### src/logic/panel_seq_pkg.sv
// Package for the panel power and video sequencer.
// Assumes a single 50 MHz core clock and a synchronous active-low reset.
package panel_seq_pkg;

    // ------------------------------------------------------------------
    // Timing constants
    // ------------------------------------------------------------------
    localparam int unsigned CLK_HZ        = 50000000;  // Core clock rate
    localparam int unsigned CYC_PER_MS    = CLK_HZ / 1000;  // Cycles in one ms
    localparam int unsigned HPD_MAX_MS    = 200;  // Supply up to hot-plug high
    localparam int unsigned BLACK_MAX_MS  = 200;  // Supply up to black video
    localparam int unsigned VALID_MAX_MS  = 50;   // Video arrival to shown
    localparam int unsigned HPD_DLY_MS    = 20;   // Chosen hot-plug delay
    localparam int unsigned VALID_DLY_MS  = 40;   // Chosen video check span
    localparam int unsigned MS_CNT_W      = 16;   // Tick counter width
    localparam int unsigned PRE_W         = 16;   // Prescaler width
    localparam logic [PRE_W-1:0]    PRE_LAST  = PRE_W'(CYC_PER_MS - 1);
    localparam logic [MS_CNT_W-1:0] HPD_MS    = MS_CNT_W'(HPD_DLY_MS);
    localparam logic [MS_CNT_W-1:0] VALID_MS  = MS_CNT_W'(VALID_DLY_MS);
    localparam logic [MS_CNT_W-1:0] CNT_RST   = 16'h0000;  // Counter reset

    // ------------------------------------------------------------------
    // Sequencer states
    // ------------------------------------------------------------------
    typedef enum logic [2:0] {
        ST_OFF   = 3'b000,  // Panel supply down
        ST_WAKE  = 3'b001,  // Supply up, waiting before hot-plug
        ST_READY = 3'b010,  // Hot-plug high, black video
        ST_CHECK = 3'b011,  // Video seen, being validated
        ST_SHOW  = 3'b100   // Valid video on display
    } seq_state_t;

    // ------------------------------------------------------------------
    // Status carried to the user side
    // ------------------------------------------------------------------
    typedef struct packed {
        logic hpd;        // Hot-plug detect level
        logic auxReady;   // AUX may serve transactions
        logic blackVideo; // Black video being generated
        logic sinkStatus; // Sink status bit 0 of 00205h
    } sink_stat_t;

endpackage : panel_seq_pkg

### src/logic/ms_tick_gen.sv
// Millisecond tick divider.
// Assumes the core clock rate given in the package.
module ms_tick_gen #(
    parameter logic [panel_seq_pkg::PRE_W-1:0] TICK_LAST = panel_seq_pkg::PRE_LAST  // Ms wrap
) (
    input  wire logic core_clk,  // Core clock
    input  wire logic rst_n,     // Synchronous reset, low active
    output logic      msTick     // One-cycle pulse each ms
);

    // ------------------------------------------------------------------
    // Prescaler
    // ------------------------------------------------------------------
    logic [panel_seq_pkg::PRE_W-1:0] pre_ff;  // Cycle count within a ms
    wire                             preWrap = (pre_ff == TICK_LAST);  // Last cycle of a ms

    // Free-running count of cycles
    always_ff @(posedge core_clk) begin
        if (!rst_n) begin
            pre_ff <= '0;
            msTick <= 1'b0;
        end else begin
            pre_ff <= preWrap ? '0 : pre_ff + 1'b1;
            msTick <= preWrap;
        end
    end

endmodule : ms_tick_gen

### src/logic/panel_power_video_sequencer.sv
// Sink side power-on and video sequencer for an embedded panel.
// Assumes pins from the source arrive asynchronously, decoded video flags
// come from link logic outside, and a single 50 MHz core clock.
//
// Notes on behaviour
// - Black video within 200 ms of supply.
// - Hot-plug high within 200 ms of supply.
// - AUX ready before hot-plug goes high.
// - Within 50 ms validate, show, set status.
// - Video end clears status, black video.
// - Black video on power-on and no-stream flag.
// - Automatic black video may be disabled.
// - Tolerate early AUX polls, answer in time.
module panel_power_video_sequencer #(
    // Last cycle of each ms; a bench may shorten the ms to save run time
    parameter logic [panel_seq_pkg::PRE_W-1:0] TICK_LAST = panel_seq_pkg::PRE_LAST
) (
    input  wire logic                      core_clk,        // Core clock
    input  wire logic                      rst_n,           // Sync reset
    input  wire logic                      panelLogicSupply,// Supply good pin
    input  wire logic                      videoValid,      // Video stream seen
    input  wire logic                      noVideoFlag,     // VB-ID bit 3 seen
    input  wire logic                      blackDisable,    // Debug: no auto black
    output logic                           hpdOut,          // Hot-plug detect pin
    output logic                           auxEnable,       // AUX may answer
    output logic                           blackVideo,      // Generate black video
    output logic                           sinkStatus,      // Status bit 0 of 00205h
    output panel_seq_pkg::sink_stat_t      statBus          // Grouped status
);

    // ------------------------------------------------------------------
    // Input synchronisers
    // ------------------------------------------------------------------
    logic [2:0] syncA_ff;  // First stage
    logic [2:0] syncB_ff;  // Second stage, read by logic
    wire  [2:0] rawIn = {noVideoFlag, videoValid, panelLogicSupply};

    // Two flops per asynchronous input
    // The first stage may go metastable, so only the second one is read
    always_ff @(posedge core_clk) begin
        if (!rst_n) begin
            syncA_ff <= 3'h0;
            syncB_ff <= 3'h0;
        end else begin
            syncA_ff <= rawIn;
            syncB_ff <= syncA_ff;
        end
    end

    wire supplyUp = syncB_ff[0];  // Supply present
    wire vidIn    = syncB_ff[1];  // Video arriving
    wire noVid    = syncB_ff[2];  // No-stream flag

    // ------------------------------------------------------------------
    // Millisecond time base
    // ------------------------------------------------------------------
    logic msTick;  // One pulse per ms

    ms_tick_gen #(
        .TICK_LAST (TICK_LAST)
    ) u_tick (
        .core_clk (core_clk),
        .rst_n    (rst_n),
        .msTick   (msTick)
    );

    // ------------------------------------------------------------------
    // State machine and delay counter
    // ------------------------------------------------------------------
    panel_seq_pkg::seq_state_t        state_ff;  // Current state
    panel_seq_pkg::seq_state_t        nxt_state; // Next state
    logic [panel_seq_pkg::MS_CNT_W-1:0] ms_ff;   // Elapsed ms in state
    logic                               stChange;// State is changing

    wire videoGone = !vidIn || noVid;  // Video end condition
    wire hpdDue    = msTick && (ms_ff >= panel_seq_pkg::HPD_MS - 1'b1);
    wire validDue  = msTick && (ms_ff >= panel_seq_pkg::VALID_MS - 1'b1);

    // Next state selection
    // A video loss during the check sends the machine back to black, so a
    // stream that flickers on and off is never shown half validated; the
    // check span then starts again from zero on the next arrival.
    always_comb begin
        nxt_state = state_ff;
        case (state_ff)
            panel_seq_pkg::ST_OFF: begin
                // Supply rising starts the wake delay
                if (supplyUp) begin
                    nxt_state = panel_seq_pkg::ST_WAKE;
                end
            end
            panel_seq_pkg::ST_WAKE: begin
                // Raise hot-plug after the fixed delay
                if (hpdDue) begin
                    nxt_state = panel_seq_pkg::ST_READY;
                end
            end
            panel_seq_pkg::ST_READY: begin
                // Source trains after hot-plug; wait for video
                if (vidIn && !noVid) begin
                    nxt_state = panel_seq_pkg::ST_CHECK;
                end
            end
            panel_seq_pkg::ST_CHECK: begin
                // Abort on video loss, show after check span
                if (videoGone) begin
                    nxt_state = panel_seq_pkg::ST_READY;
                end else if (validDue) begin
                    nxt_state = panel_seq_pkg::ST_SHOW;
                end
            end
            panel_seq_pkg::ST_SHOW: begin
                // End of video returns to black
                if (videoGone) begin
                    nxt_state = panel_seq_pkg::ST_READY;
                end
            end
            default: begin
                nxt_state = panel_seq_pkg::ST_OFF;
            end
        endcase
        // Supply loss overrides everything
        if (!supplyUp) begin
            nxt_state = panel_seq_pkg::ST_OFF;
        end
    end

    assign stChange = (nxt_state != state_ff);

    // State register
    always_ff @(posedge core_clk) begin
        if (!rst_n) begin
            state_ff <= panel_seq_pkg::ST_OFF;
        end else begin
            state_ff <= nxt_state;
        end
    end

    // Ms counter, restarts on each state change
    // Saturates, so a long stay in one state never wraps to a false deadline
    always_ff @(posedge core_clk) begin
        if (!rst_n) begin
            ms_ff <= panel_seq_pkg::CNT_RST;
        end else if (stChange) begin
            ms_ff <= panel_seq_pkg::CNT_RST;
        end else if (msTick && (ms_ff != '1)) begin
            ms_ff <= ms_ff + 1'b1;
        end
    end

    // ------------------------------------------------------------------
    // Output decode
    // ------------------------------------------------------------------
    // Outputs are decoded from the next state, so they move on the same
    // edge as the state register; decoding the current state would add a
    // cycle to every deadline and let hot-plug trail the state.

    // States in which hot-plug stands high
    function automatic logic hpd_state(input panel_seq_pkg::seq_state_t st);
        hpd_state = (st == panel_seq_pkg::ST_READY) ||
                    (st == panel_seq_pkg::ST_CHECK) ||
                    (st == panel_seq_pkg::ST_SHOW);
    endfunction : hpd_state

    wire poweredSt = (nxt_state != panel_seq_pkg::ST_OFF);  // Supply present
    wire hpdSt     = hpd_state(nxt_state);                   // Hot-plug due
    wire showSt    = (nxt_state == panel_seq_pkg::ST_SHOW);  // Video on display

    // AUX enabled from supply up, well before hot-plug
    always_ff @(posedge core_clk) begin
        if (!rst_n) begin
            auxEnable <= 1'b0;  // Quiet in reset
        end else begin
            auxEnable <= poweredSt;
        end
    end

    // Hot-plug level
    always_ff @(posedge core_clk) begin
        if (!rst_n) begin
            hpdOut <= 1'b0;  // Low in reset
        end else begin
            hpdOut <= hpdSt;
        end
    end

    // Black from power-on until video shown, unless debug off
    always_ff @(posedge core_clk) begin
        if (!rst_n) begin
            blackVideo <= 1'b0;  // Off in reset
        end else begin
            blackVideo <= poweredSt && !showSt && !blackDisable;
        end
    end

    // Sink status bit follows the shown state
    always_ff @(posedge core_clk) begin
        if (!rst_n) begin
            sinkStatus <= 1'b0;  // Clear in reset
        end else begin
            sinkStatus <= showSt;
        end
    end

    // Grouped copy for the user side; built from the flops, so it never
    // disagrees with the single outputs
    assign statBus = '{hpd: hpdOut, auxReady: auxEnable,
                       blackVideo: blackVideo, sinkStatus: sinkStatus};

endmodule : panel_power_video_sequencer

### config.mk
export PLATFORM = sky130hd
export DESIGN_NAME = panel_power_video_sequencer
export DESIGN_NICKNAME = d
export VERILOG_FILES = /design/src/logic/panel_seq_pkg.sv /design/src/logic/ms_tick_gen.sv /design/src/logic/panel_power_video_sequencer.sv
export SDC_FILE = /design/constraint.sdc
export NUM_CORES = 1
export LEC_CHECK = 0
export BUFFER_PORTS_ARGS = -buffer_cell sky130_fd_sc_hd__clkbuf_2
export CAP_MARGIN = 20
export CORE_MARGIN = 2
export CORE_UTILIZATION = 64
export CTS_CLUSTER_DIAMETER = 30
export DETAILED_ROUTE_END_ITERATION = 7
export GPL_TIMING_DRIVEN = 0
export PLACE_DENSITY = 0.88
export RECOVER_POWER = 50
export SETUP_SLACK_MARGIN = 0.2
export SLEW_MARGIN = 0
export SYNTH_ARGS = -nofsm -noshare
export SYNTH_HDL_FRONTEND = slang
export SYNTH_SLANG_ARGS = --single-unit
export TNS_END_PERCENT = 20
### constraint.sdc
create_clock -name core_clk -period 7.4 [get_ports core_clk]
set_input_delay 0.74 -clock core_clk [delete_from_list [all_inputs] [get_ports core_clk]]
set_output_delay 0.74 -clock core_clk [all_outputs]
set_load 0.01 [all_outputs]
==> run summary, run 1 <==
### Global routing
- **largest net degree at the start of global routing** 14
- **vias in the first global route** 1558
- **overall overflow remaining after global route** 0
- **number of antenna violations at the first check in global routing** 0
- **Overall Global Routing Usage** 22.30%
- **first-pass GRT wire length** 6.361 mm

### Synthesis
- **leading cell types by count after synthesis** sky130_fd_sc_hd__dfxtp_1 (46), sky130_fd_sc_hd__nor2_1 (28), sky130_fd_sc_hd__nand3_1 (20)
- **number of flops mapped to enable cells by yosys** 0
- **syn_nets** 247
- **cell types occupying the most area after synthesis** sky130_fd_sc_hd__dfxtp_1 (43%), sky130_fd_sc_hd__xor2_1 (6.9%), sky130_fd_sc_hd__nor2_1 (4.9%)
- **sequential cell area fraction in the yosys report** 42.87%
- **number of warnings reported in the yosys synthesis log** 0
- **Avg Synthesized Cell Area** 9.027 sq um
- **primary flip-flop cell chosen by synthesis mapping** sky130_fd_sc_hd__dfxtp_1
- **most frequent cell after synthesis** sky130_fd_sc_hd__dfxtp_1
- **Async S/R FF share, synth** 0%
- **post-synth cell types** 44
- **number of instances in the synthesized netlist** 238
- **Seq cells post-synth** 46
- **leading area contributor after synthesis** sky130_fd_sc_hd__dfxtp_1
- **area share of the largest cell type after synthesis** 42.87%
- **Post-Syn Area** 2148 sq um

### Timing
- **time the final worst path needs with I/O delays and setup** 2.745 ns
- **final setup fails** 0
- **pin slew with the least headroom to its limit** 0.6243 ns
- **period utilisation layout** 37.09%
- **worst slew margin relative to its limit** 58.06%
- **RSZ-0062 raised after global routing** no
- **total negative slack for setup checks** 0 ns
- **final hold viol count** 0
- **max-slew violation count** 0
- **worst-case clock skew** 0.004047 ns
- **achievable frequency** 364.3 MHz

### Cells and area
- **fraction of final layout cells with drive strength greater than 1** 14.73%
- **footprint of the flip-flops and latches** 920.9 sq um
- **area of the multi-input gates** 1144 sq um
- **nets** 267
- **non-filler cells in the finished layout** 304
- **Diodes inserted** 0
- **area overhead of the layout relative to synthesis** 7.397%
- **fill cell total of the finished layout** 261

### Worst setup path
- **WP data required** 7.68 ns
- **startpoint of the most critical register-to-register path** ms_ff[0]
- **reg-to-reg slack, setup** 4.66 ns
- **sort of element at the start of the critical path** register
- **Worst Reg-to-Reg Cells** 8
- **crit path kind** reg2reg
- **highest net fanout along the worst path** 10
- **critical path capture point type** register
- **data arrival time of the critical path** 3.02 ns
- **R2R Path End** ms_ff[10]

### Clocking
- **clock tree from TritonCTS** built
- **total clock buffers created by CTS** 5
- **clock network latency to the later pin of the worst-skew pair** 0.34 ns
- **root cell of the clock tree** sky130_fd_sc_hd__clkbuf_4
- **count of hold buffers inserted by post-cts repair** 0
- **TritonCTS sink count** 46
- **clock transition time at the flip-flop clock pins of the worst setup and hold paths** 0.12 ns
- **CTS Buffer Depth** 2
- **maximum level of the CTS H-tree** 2
- **number of buffers inserted to repair setup after CTS** 0
- **post_cts resized** 0

### Outcome
- **result of the run** complete, no violations

### Power
- **maximum vdd ir drop** 0.09685 mV
- **leakage component of the power** 0.0008903 uW
- **Power Dens Cells** 163.5 nW/um^2

### Routing
- **Initial DRC Count** 118
- **detailed-routing iteration count for the pre-antenna-repair pass** 4
- **wire length on met1** 1.733 mm
- **DR vias** 1704
- **highest routing layer actually used** met4
- **sum of routed wire length over all layers** 3.794 mm
- **DRC violation count after routing** 0
- **met3 wire len** 144 um
- **DRT antenna net count** 0
- **wire length per cell after detailed routing** 12.48 um
- **total length of routed met2 wires** 1.853 mm
- **drt via density** 5.605

### Floorplanning
- **die width** 61.94 um
- **die area** 3836 sq um
- **Rows** 21
- **initial core utilization** 65.41%
- **standard cell core area** 3284 sq um
- **number of I/O pins** 14
- **vertical die dimension** 61.94 um

### Placed design
- **Post-DP HPWL** 2.835 mm
- **IO buf count** 13
- **number of placed cells counting well taps** 297
- **routability congestion estimate from global placement** 0.9068

### Min path
- **HP Class** reg2reg
- **Hold Path Cell Cnt** 1
- **worst-case hold path end point** syncB_ff[2]
- **Min-Delay Startpoint** syncA_ff[2]

### Run
- **Max Cap Viol** 0

==> worst max-delay path by stage <==
stage,endpoint,startpoint,depth (start not counted)
5_1_grt,ms_ff[11],ms_ff[0],8
3_5_place_dp,ms_ff[10],ms_ff[0],8
6_report,ms_ff[10],ms_ff[0],8
4_1_cts,ms_ff[10],ms_ff[0],8
3_3_place_gp,ms_ff[5],ms_ff[0],8
2_1_floorplan,ms_ff[10],ms_ff[9],7
==> layout make-up <==
| class | instances | share of cell area, % |
|---|---|---|
| Sequential cell | 46 | 39.91 |
| Clock buffer | 5 | 1.627 |
| Inverter | 7 | 1.139 |
| Timing Repair Buffer | 13 | 2.332 |
| Clock inverter | 2 | 0.4338 |
| Tap cell | 46 | 2.495 |
| Multi-Input combinational cell | 176 | 49.57 |
| Buffer | 9 | 2.495 |
==> flip-flops by register name, summed over array words and instances (netlist names), 3 cells and up <==
name and flops:
ms_ff 16, u_tick.pre_ff 16, state_ff 3, syncA_ff 3
syncB_ff 3
==> routing by layer <==
layer | GRT usage [%] | vias up
met5 | 0 | -
met4 | 8.511 | 0
met3 | 5.176 | 7
met2 | 39.40 | 43
met1 | 26.15 | 787
li1 | - | 867
==> report_power, final <==
part / total, uW / switching (uW) / internal, uW
Combinational: 17.0 / 9.79 / 7.17
Sequential: 254 / 2.50 / 251
Clock: 107 / 72.4 / 34.3
==> critical path, cell delays in order, from the launching register on <==
cell	delay, ns
sky130_fd_sc_hd__dfxtp_1	0.37
sky130_fd_sc_hd__ha_1	0.25
sky130_fd_sc_hd__a211o_1	0.31
sky130_fd_sc_hd__a2111oi_2	0.59
sky130_fd_sc_hd__nand4_1	0.19
sky130_fd_sc_hd__nand3_1	0.14
sky130_fd_sc_hd__mux2_2	0.41
sky130_fd_sc_hd__buf_2	0.23
sky130_fd_sc_hd__nor3_2	0.18
==> kinds of logic after synthesis <==
kind of cell | after synthesis | share of synthesized area [%]
xor+xnor | 25 | 10.19
compound gates | 23 | 7.746
mux | 2 | 0.9901
buf+inv | 16 | 3.902
fa+ha+maj | 3 | 1.747
flops | 46 | 42.87
simple gates | 123 | 32.56
==> metrics by stage <==
| stage | power [uW] | setup WS [ns] | utilization, % | instance area [sq um] | hold slack [ns] |
|---|---|---|---|---|---|
| floorplan | 271.3 | 4.860 | - | 2148 | 0.4119 |
| global placement | 276.0 | 4.695 | 69.14 | 2271 | 0.4143 |
| detailed placement | 276.7 | 4.693 | 69.14 | 2271 | 0.4223 |
| CTS | 381.0 | 4.646 | 70.59 | 2318 | 0.4505 |
| global route | 391.2 | 4.520 | 70.25 | 2307 | 0.4708 |
| finish | 377.3 | 4.655 | 70.25 | 2307 | 0.4464 |
==> cells in the final DEF (no fill, tap or decap), drive strengths merged, types with 2 or more instances in the layout <==
cell    count
nand2      15
nand3      20
inv         7
and3        7
xnor2       8
o21ai       6
ha          3
nand4       9
nor4        2
clkbuf     21
nor3       17
or3         2
or3b        2
nor2       28
dfxtp      46
and2        9
a21oi       7
o31ai       4
or4         3
clkinv      2
xor2       17
buf         6
nand2b      2
Note: power is estimated with default switching activity, not from simulation.
==> inputs of run 2 (changes only) <==
--- a/config.mk
+++ b/config.mk
@@ -8,11 +8,11 @@
 export BUFFER_PORTS_ARGS = -buffer_cell sky130_fd_sc_hd__clkbuf_2
 export CAP_MARGIN = 20
 export CORE_MARGIN = 2
-export CORE_UTILIZATION = 64
+export CORE_UTILIZATION = 53
 export CTS_CLUSTER_DIAMETER = 30
 export DETAILED_ROUTE_END_ITERATION = 7
 export GPL_TIMING_DRIVEN = 0
-export PLACE_DENSITY = 0.88
+export PLACE_DENSITY = 0.78
 export RECOVER_POWER = 50
 export SETUP_SLACK_MARGIN = 0.2
 export SLEW_MARGIN = 0
==> constraint.sdc (replaced) <==
create_clock -name core_clk -period 2.43 [get_ports core_clk]
set_input_delay 0.243 -clock core_clk [delete_from_list [all_inputs] [get_ports core_clk]]
set_output_delay 0.243 -clock core_clk [all_outputs]
set_load 0.01 [all_outputs]
==> run summary, run 2 (synthesized netlist as in run 1, its figures left out) <==
### Global routing
- **met2 track utilization from global routing** 35.29%, -4.1 points
- **global-route met3 utilization** 4.667%, -0.51 points
- **vias in the first global route** 1659, +6.5%
- **largest net degree at the start of global routing** 17, +3
- **Overall Global Routing Usage** 21.08%, -1.2 points
- **met1 routing resource usage after global routing** 25.18%, -0.97 points
- **overall overflow remaining after global route** 0, unchanged
- **first-pass GRT wire length** 7.293 mm, +15%
- **gr busiest metal** met2
- **number of antenna violations at the first check in global routing** 0, unchanged

### Routing
- **DRC violation count after routing** 0, unchanged
- **wire length per cell after detailed routing** 13.41 um, +7.4%
- **sum of routed wire length over all layers** 4.170 mm, +9.9%
- **drt via density** 5.653, +0.85%
- **Initial DRC Count** 171, +45%
- **DR vias** 1758, +3.2%
- **detailed-routing iteration count for the pre-antenna-repair pass** 4, unchanged
- **DRT antenna net count** 0, unchanged

### Placed design
- **routability congestion estimate from global placement** 0.8231, -9.2%
- **number of placed cells counting well taps** 301, +1.3%
- **IO buf count** 13, unchanged
- **Post-DP HPWL** 2.873 mm, +1.4%

### Timing
- **worst-case clock skew** 0.005403 ns, +0.001356 ns
- **time the final worst path needs with I/O delays and setup** 2.576 ns, -0.1692 ns
- **max-slew violation count** 0, unchanged
- **final setup fails** 15, +15
- **Setup WS post-layout** -0.1455 ns, -4.801 ns
- **worst slew margin relative to its limit** 59.46%, +1.4 points
- **achievable frequency** 388.3 MHz, +6.6%
- **final hold viol count** 0, unchanged
- **RSZ-0062 raised after global routing** yes
- **period utilisation layout** 106.0%, +69 points
- **pin slew with the least headroom to its limit** 0.6035 ns, -0.02073 ns

### Worst setup path
- **startpoint of the most critical register-to-register path** ms_ff[10]
- **reg-to-reg slack, setup** -0.15 ns, -4.80 ns
- **R2R Path End** ms_ff[5]
- **critical path capture point type** register
- **Worst Reg-to-Reg Cells** 7, -1
- **launching element of the worst setup path** ms_ff[10]
- **sort of element at the start of the critical path** register
- **highest net fanout along the worst path** 10, unchanged
- **data arrival time of the critical path** 2.76 ns, -0.26 ns
- **crit path kind** reg2reg
- **Critical Path Sink** ms_ff[5]
- **WP data required** 2.62 ns, -5.06 ns

### Floorplanning
- **standard cell core area** 3943 sq um, +20%
- **die area** 4579 sq um, +19%
- **die width** 67.67 um, +9.3%
- **number of I/O pins** 14, unchanged
- **vertical die dimension** 67.67 um, +9.3%
- **initial core utilization** 54.49%, -11 points
- **Rows** 23, +9.5%

### Cells and area
- **nets** 269, +0.75%
- **Post-Route Utilization** 61.60%, -8.6 points
- **most frequent cells in the layout** sky130_fd_sc_hd__dfxtp_1 (44), sky130_fd_sc_hd__nor2_1 (28), sky130_fd_sc_hd__nand3_1 (20)
- **biggest registers after layout** ms_ff (16), u_tick.pre_ff (16)
- **leading cell type in the layout, fill and taps excluded** sky130_fd_sc_hd__dfxtp_1
- **area overhead of the layout relative to synthesis** 13.05%
- **Diodes inserted** 0, unchanged
- **fraction of final layout cells with drive strength greater than 1** 17.62%, +2.9 points
- **non-filler cells in the finished layout** 311, +2.3%

### Clocking
- **clock network latency to the later pin of the worst-skew pair** 0.30 ns, -0.04 ns
- **CTS Buffer Depth** 2, unchanged
- **clock tree from TritonCTS** built
- **TritonCTS sink count** 46, unchanged
- **count of hold buffers inserted by post-cts repair** 0, unchanged
- **root cell of the clock tree** sky130_fd_sc_hd__clkbuf_8
- **maximum level of the CTS H-tree** 2, unchanged
- **clock transition time at the flip-flop clock pins of the worst setup and hold paths** 0.09 ns, -0.03 ns
- **total clock buffers created by CTS** 5, unchanged

### Min path
- **Min-Delay Startpoint** blackDisable
- **Hold Path Cell Cnt** 2, +1
- **HP Class** in2reg

### Outcome
- **result of the run** finished, violations left
- **violations in the final reports** negative setup slack

### Run
- **Max Cap Viol** 0, unchanged

### Power
- **leakage component of the power** 0.0008891 uW, -0.14%
- **maximum vdd ir drop** 0.4439 mV, +360%
- **Power Dens Cells** 539.6 nW/um^2, +230%

-- run 2: changes by cell type in the layout (fill, tap and decap cells not counted), moves of 2 or more --
cell,before,now
sky130_fd_sc_hd__dfxtp_1,46,44
sky130_fd_sc_hd__clkbuf_4,5,0
sky130_fd_sc_hd__clkinv_2,2,0
sky130_fd_sc_hd__clkbuf_8,0,5
sky130_fd_sc_hd__dfxtp_2,0,2
sky130_fd_sc_hd__buf_4,4,7
-- run 2: layout make-up --
class                           instances  area (sq um)
Buffer                                  9         63.81
Multi-Input combinational cell        176          1190
Fill cell                             324          1514
Clock buffer                            5         68.82
Timing Repair Buffer                   15         68.82
Sequential cell                        46         923.4
Clock inverter                          3         25.02
Tap cell                               50         62.56
Inverter                                7         26.28
-- run 2: how the worst min path moves through the flow --
stage / endpoint / slack (ns)
after global placement: blackVideo / 0.40
after global routing: blackVideo / 0.08
after CTS: blackVideo / 0.08
after detailed placement: blackVideo / 0.41
final: blackVideo / 0.09
after floorplan: blackVideo / 0.32
-- run 2: routing by layer --
metal  share of wire (%)  up-vias
met5                   0        -
met4                 2.2        0
met3                 4.8       13
met2                  49       66
met1                  44      801
li1                    -      878
-- run 2: power by group --
group | switching [uW] | leakage, uW | total, uW | internal (uW)
Sequential | 8.12 | 0.000374 | 772 | 764
Combinational | 32.4 | 0.000471 | 57.4 | 25.0
Clock | 273 | 0.0000447 | 481 | 208
Total | 314 | 0.000889 | 1310 | 997
-- run 2: timing repair --
item	CTS	global route
pin swaps	2	2
gates resized for setup	8	3
setup endpoints to repair	18	18
buffers inserted	1	1
-- run 2: per-stage QoR --
step / hold WS, ns / setup WS, ns / instance area [sq um] / total power (uW) / setup TNS, ns
after global placement: 0.3995 / -0.2343 / 2277 / 841.1 / -2.344
after global routing: 0.07971 / -0.2069 / 2429 / 1362 / -2.758
after floorplan: 0.3154 / -0.005009 / 2150 / 826.7 / -0.02898
after CTS: 0.07966 / -0.1325 / 2420 / 1323 / -1.774
after detailed placement: 0.4065 / -0.2753 / 2277 / 843.9 / -3.078
final: 0.08692 / -0.1455 / 2429 / 1310 / -1.987
-- run 2: critical path, cell delays in order, from the launching register on --
cell                       delay [ns]
sky130_fd_sc_hd__dfxtp_2         0.34
sky130_fd_sc_hd__or4_4           0.55
sky130_fd_sc_hd__or3_4           0.43
sky130_fd_sc_hd__or4_4           0.47
sky130_fd_sc_hd__and3_4          0.18
sky130_fd_sc_hd__o211ai_4        0.25
sky130_fd_sc_hd__buf_8           0.19
sky130_fd_sc_hd__nor3_2          0.04
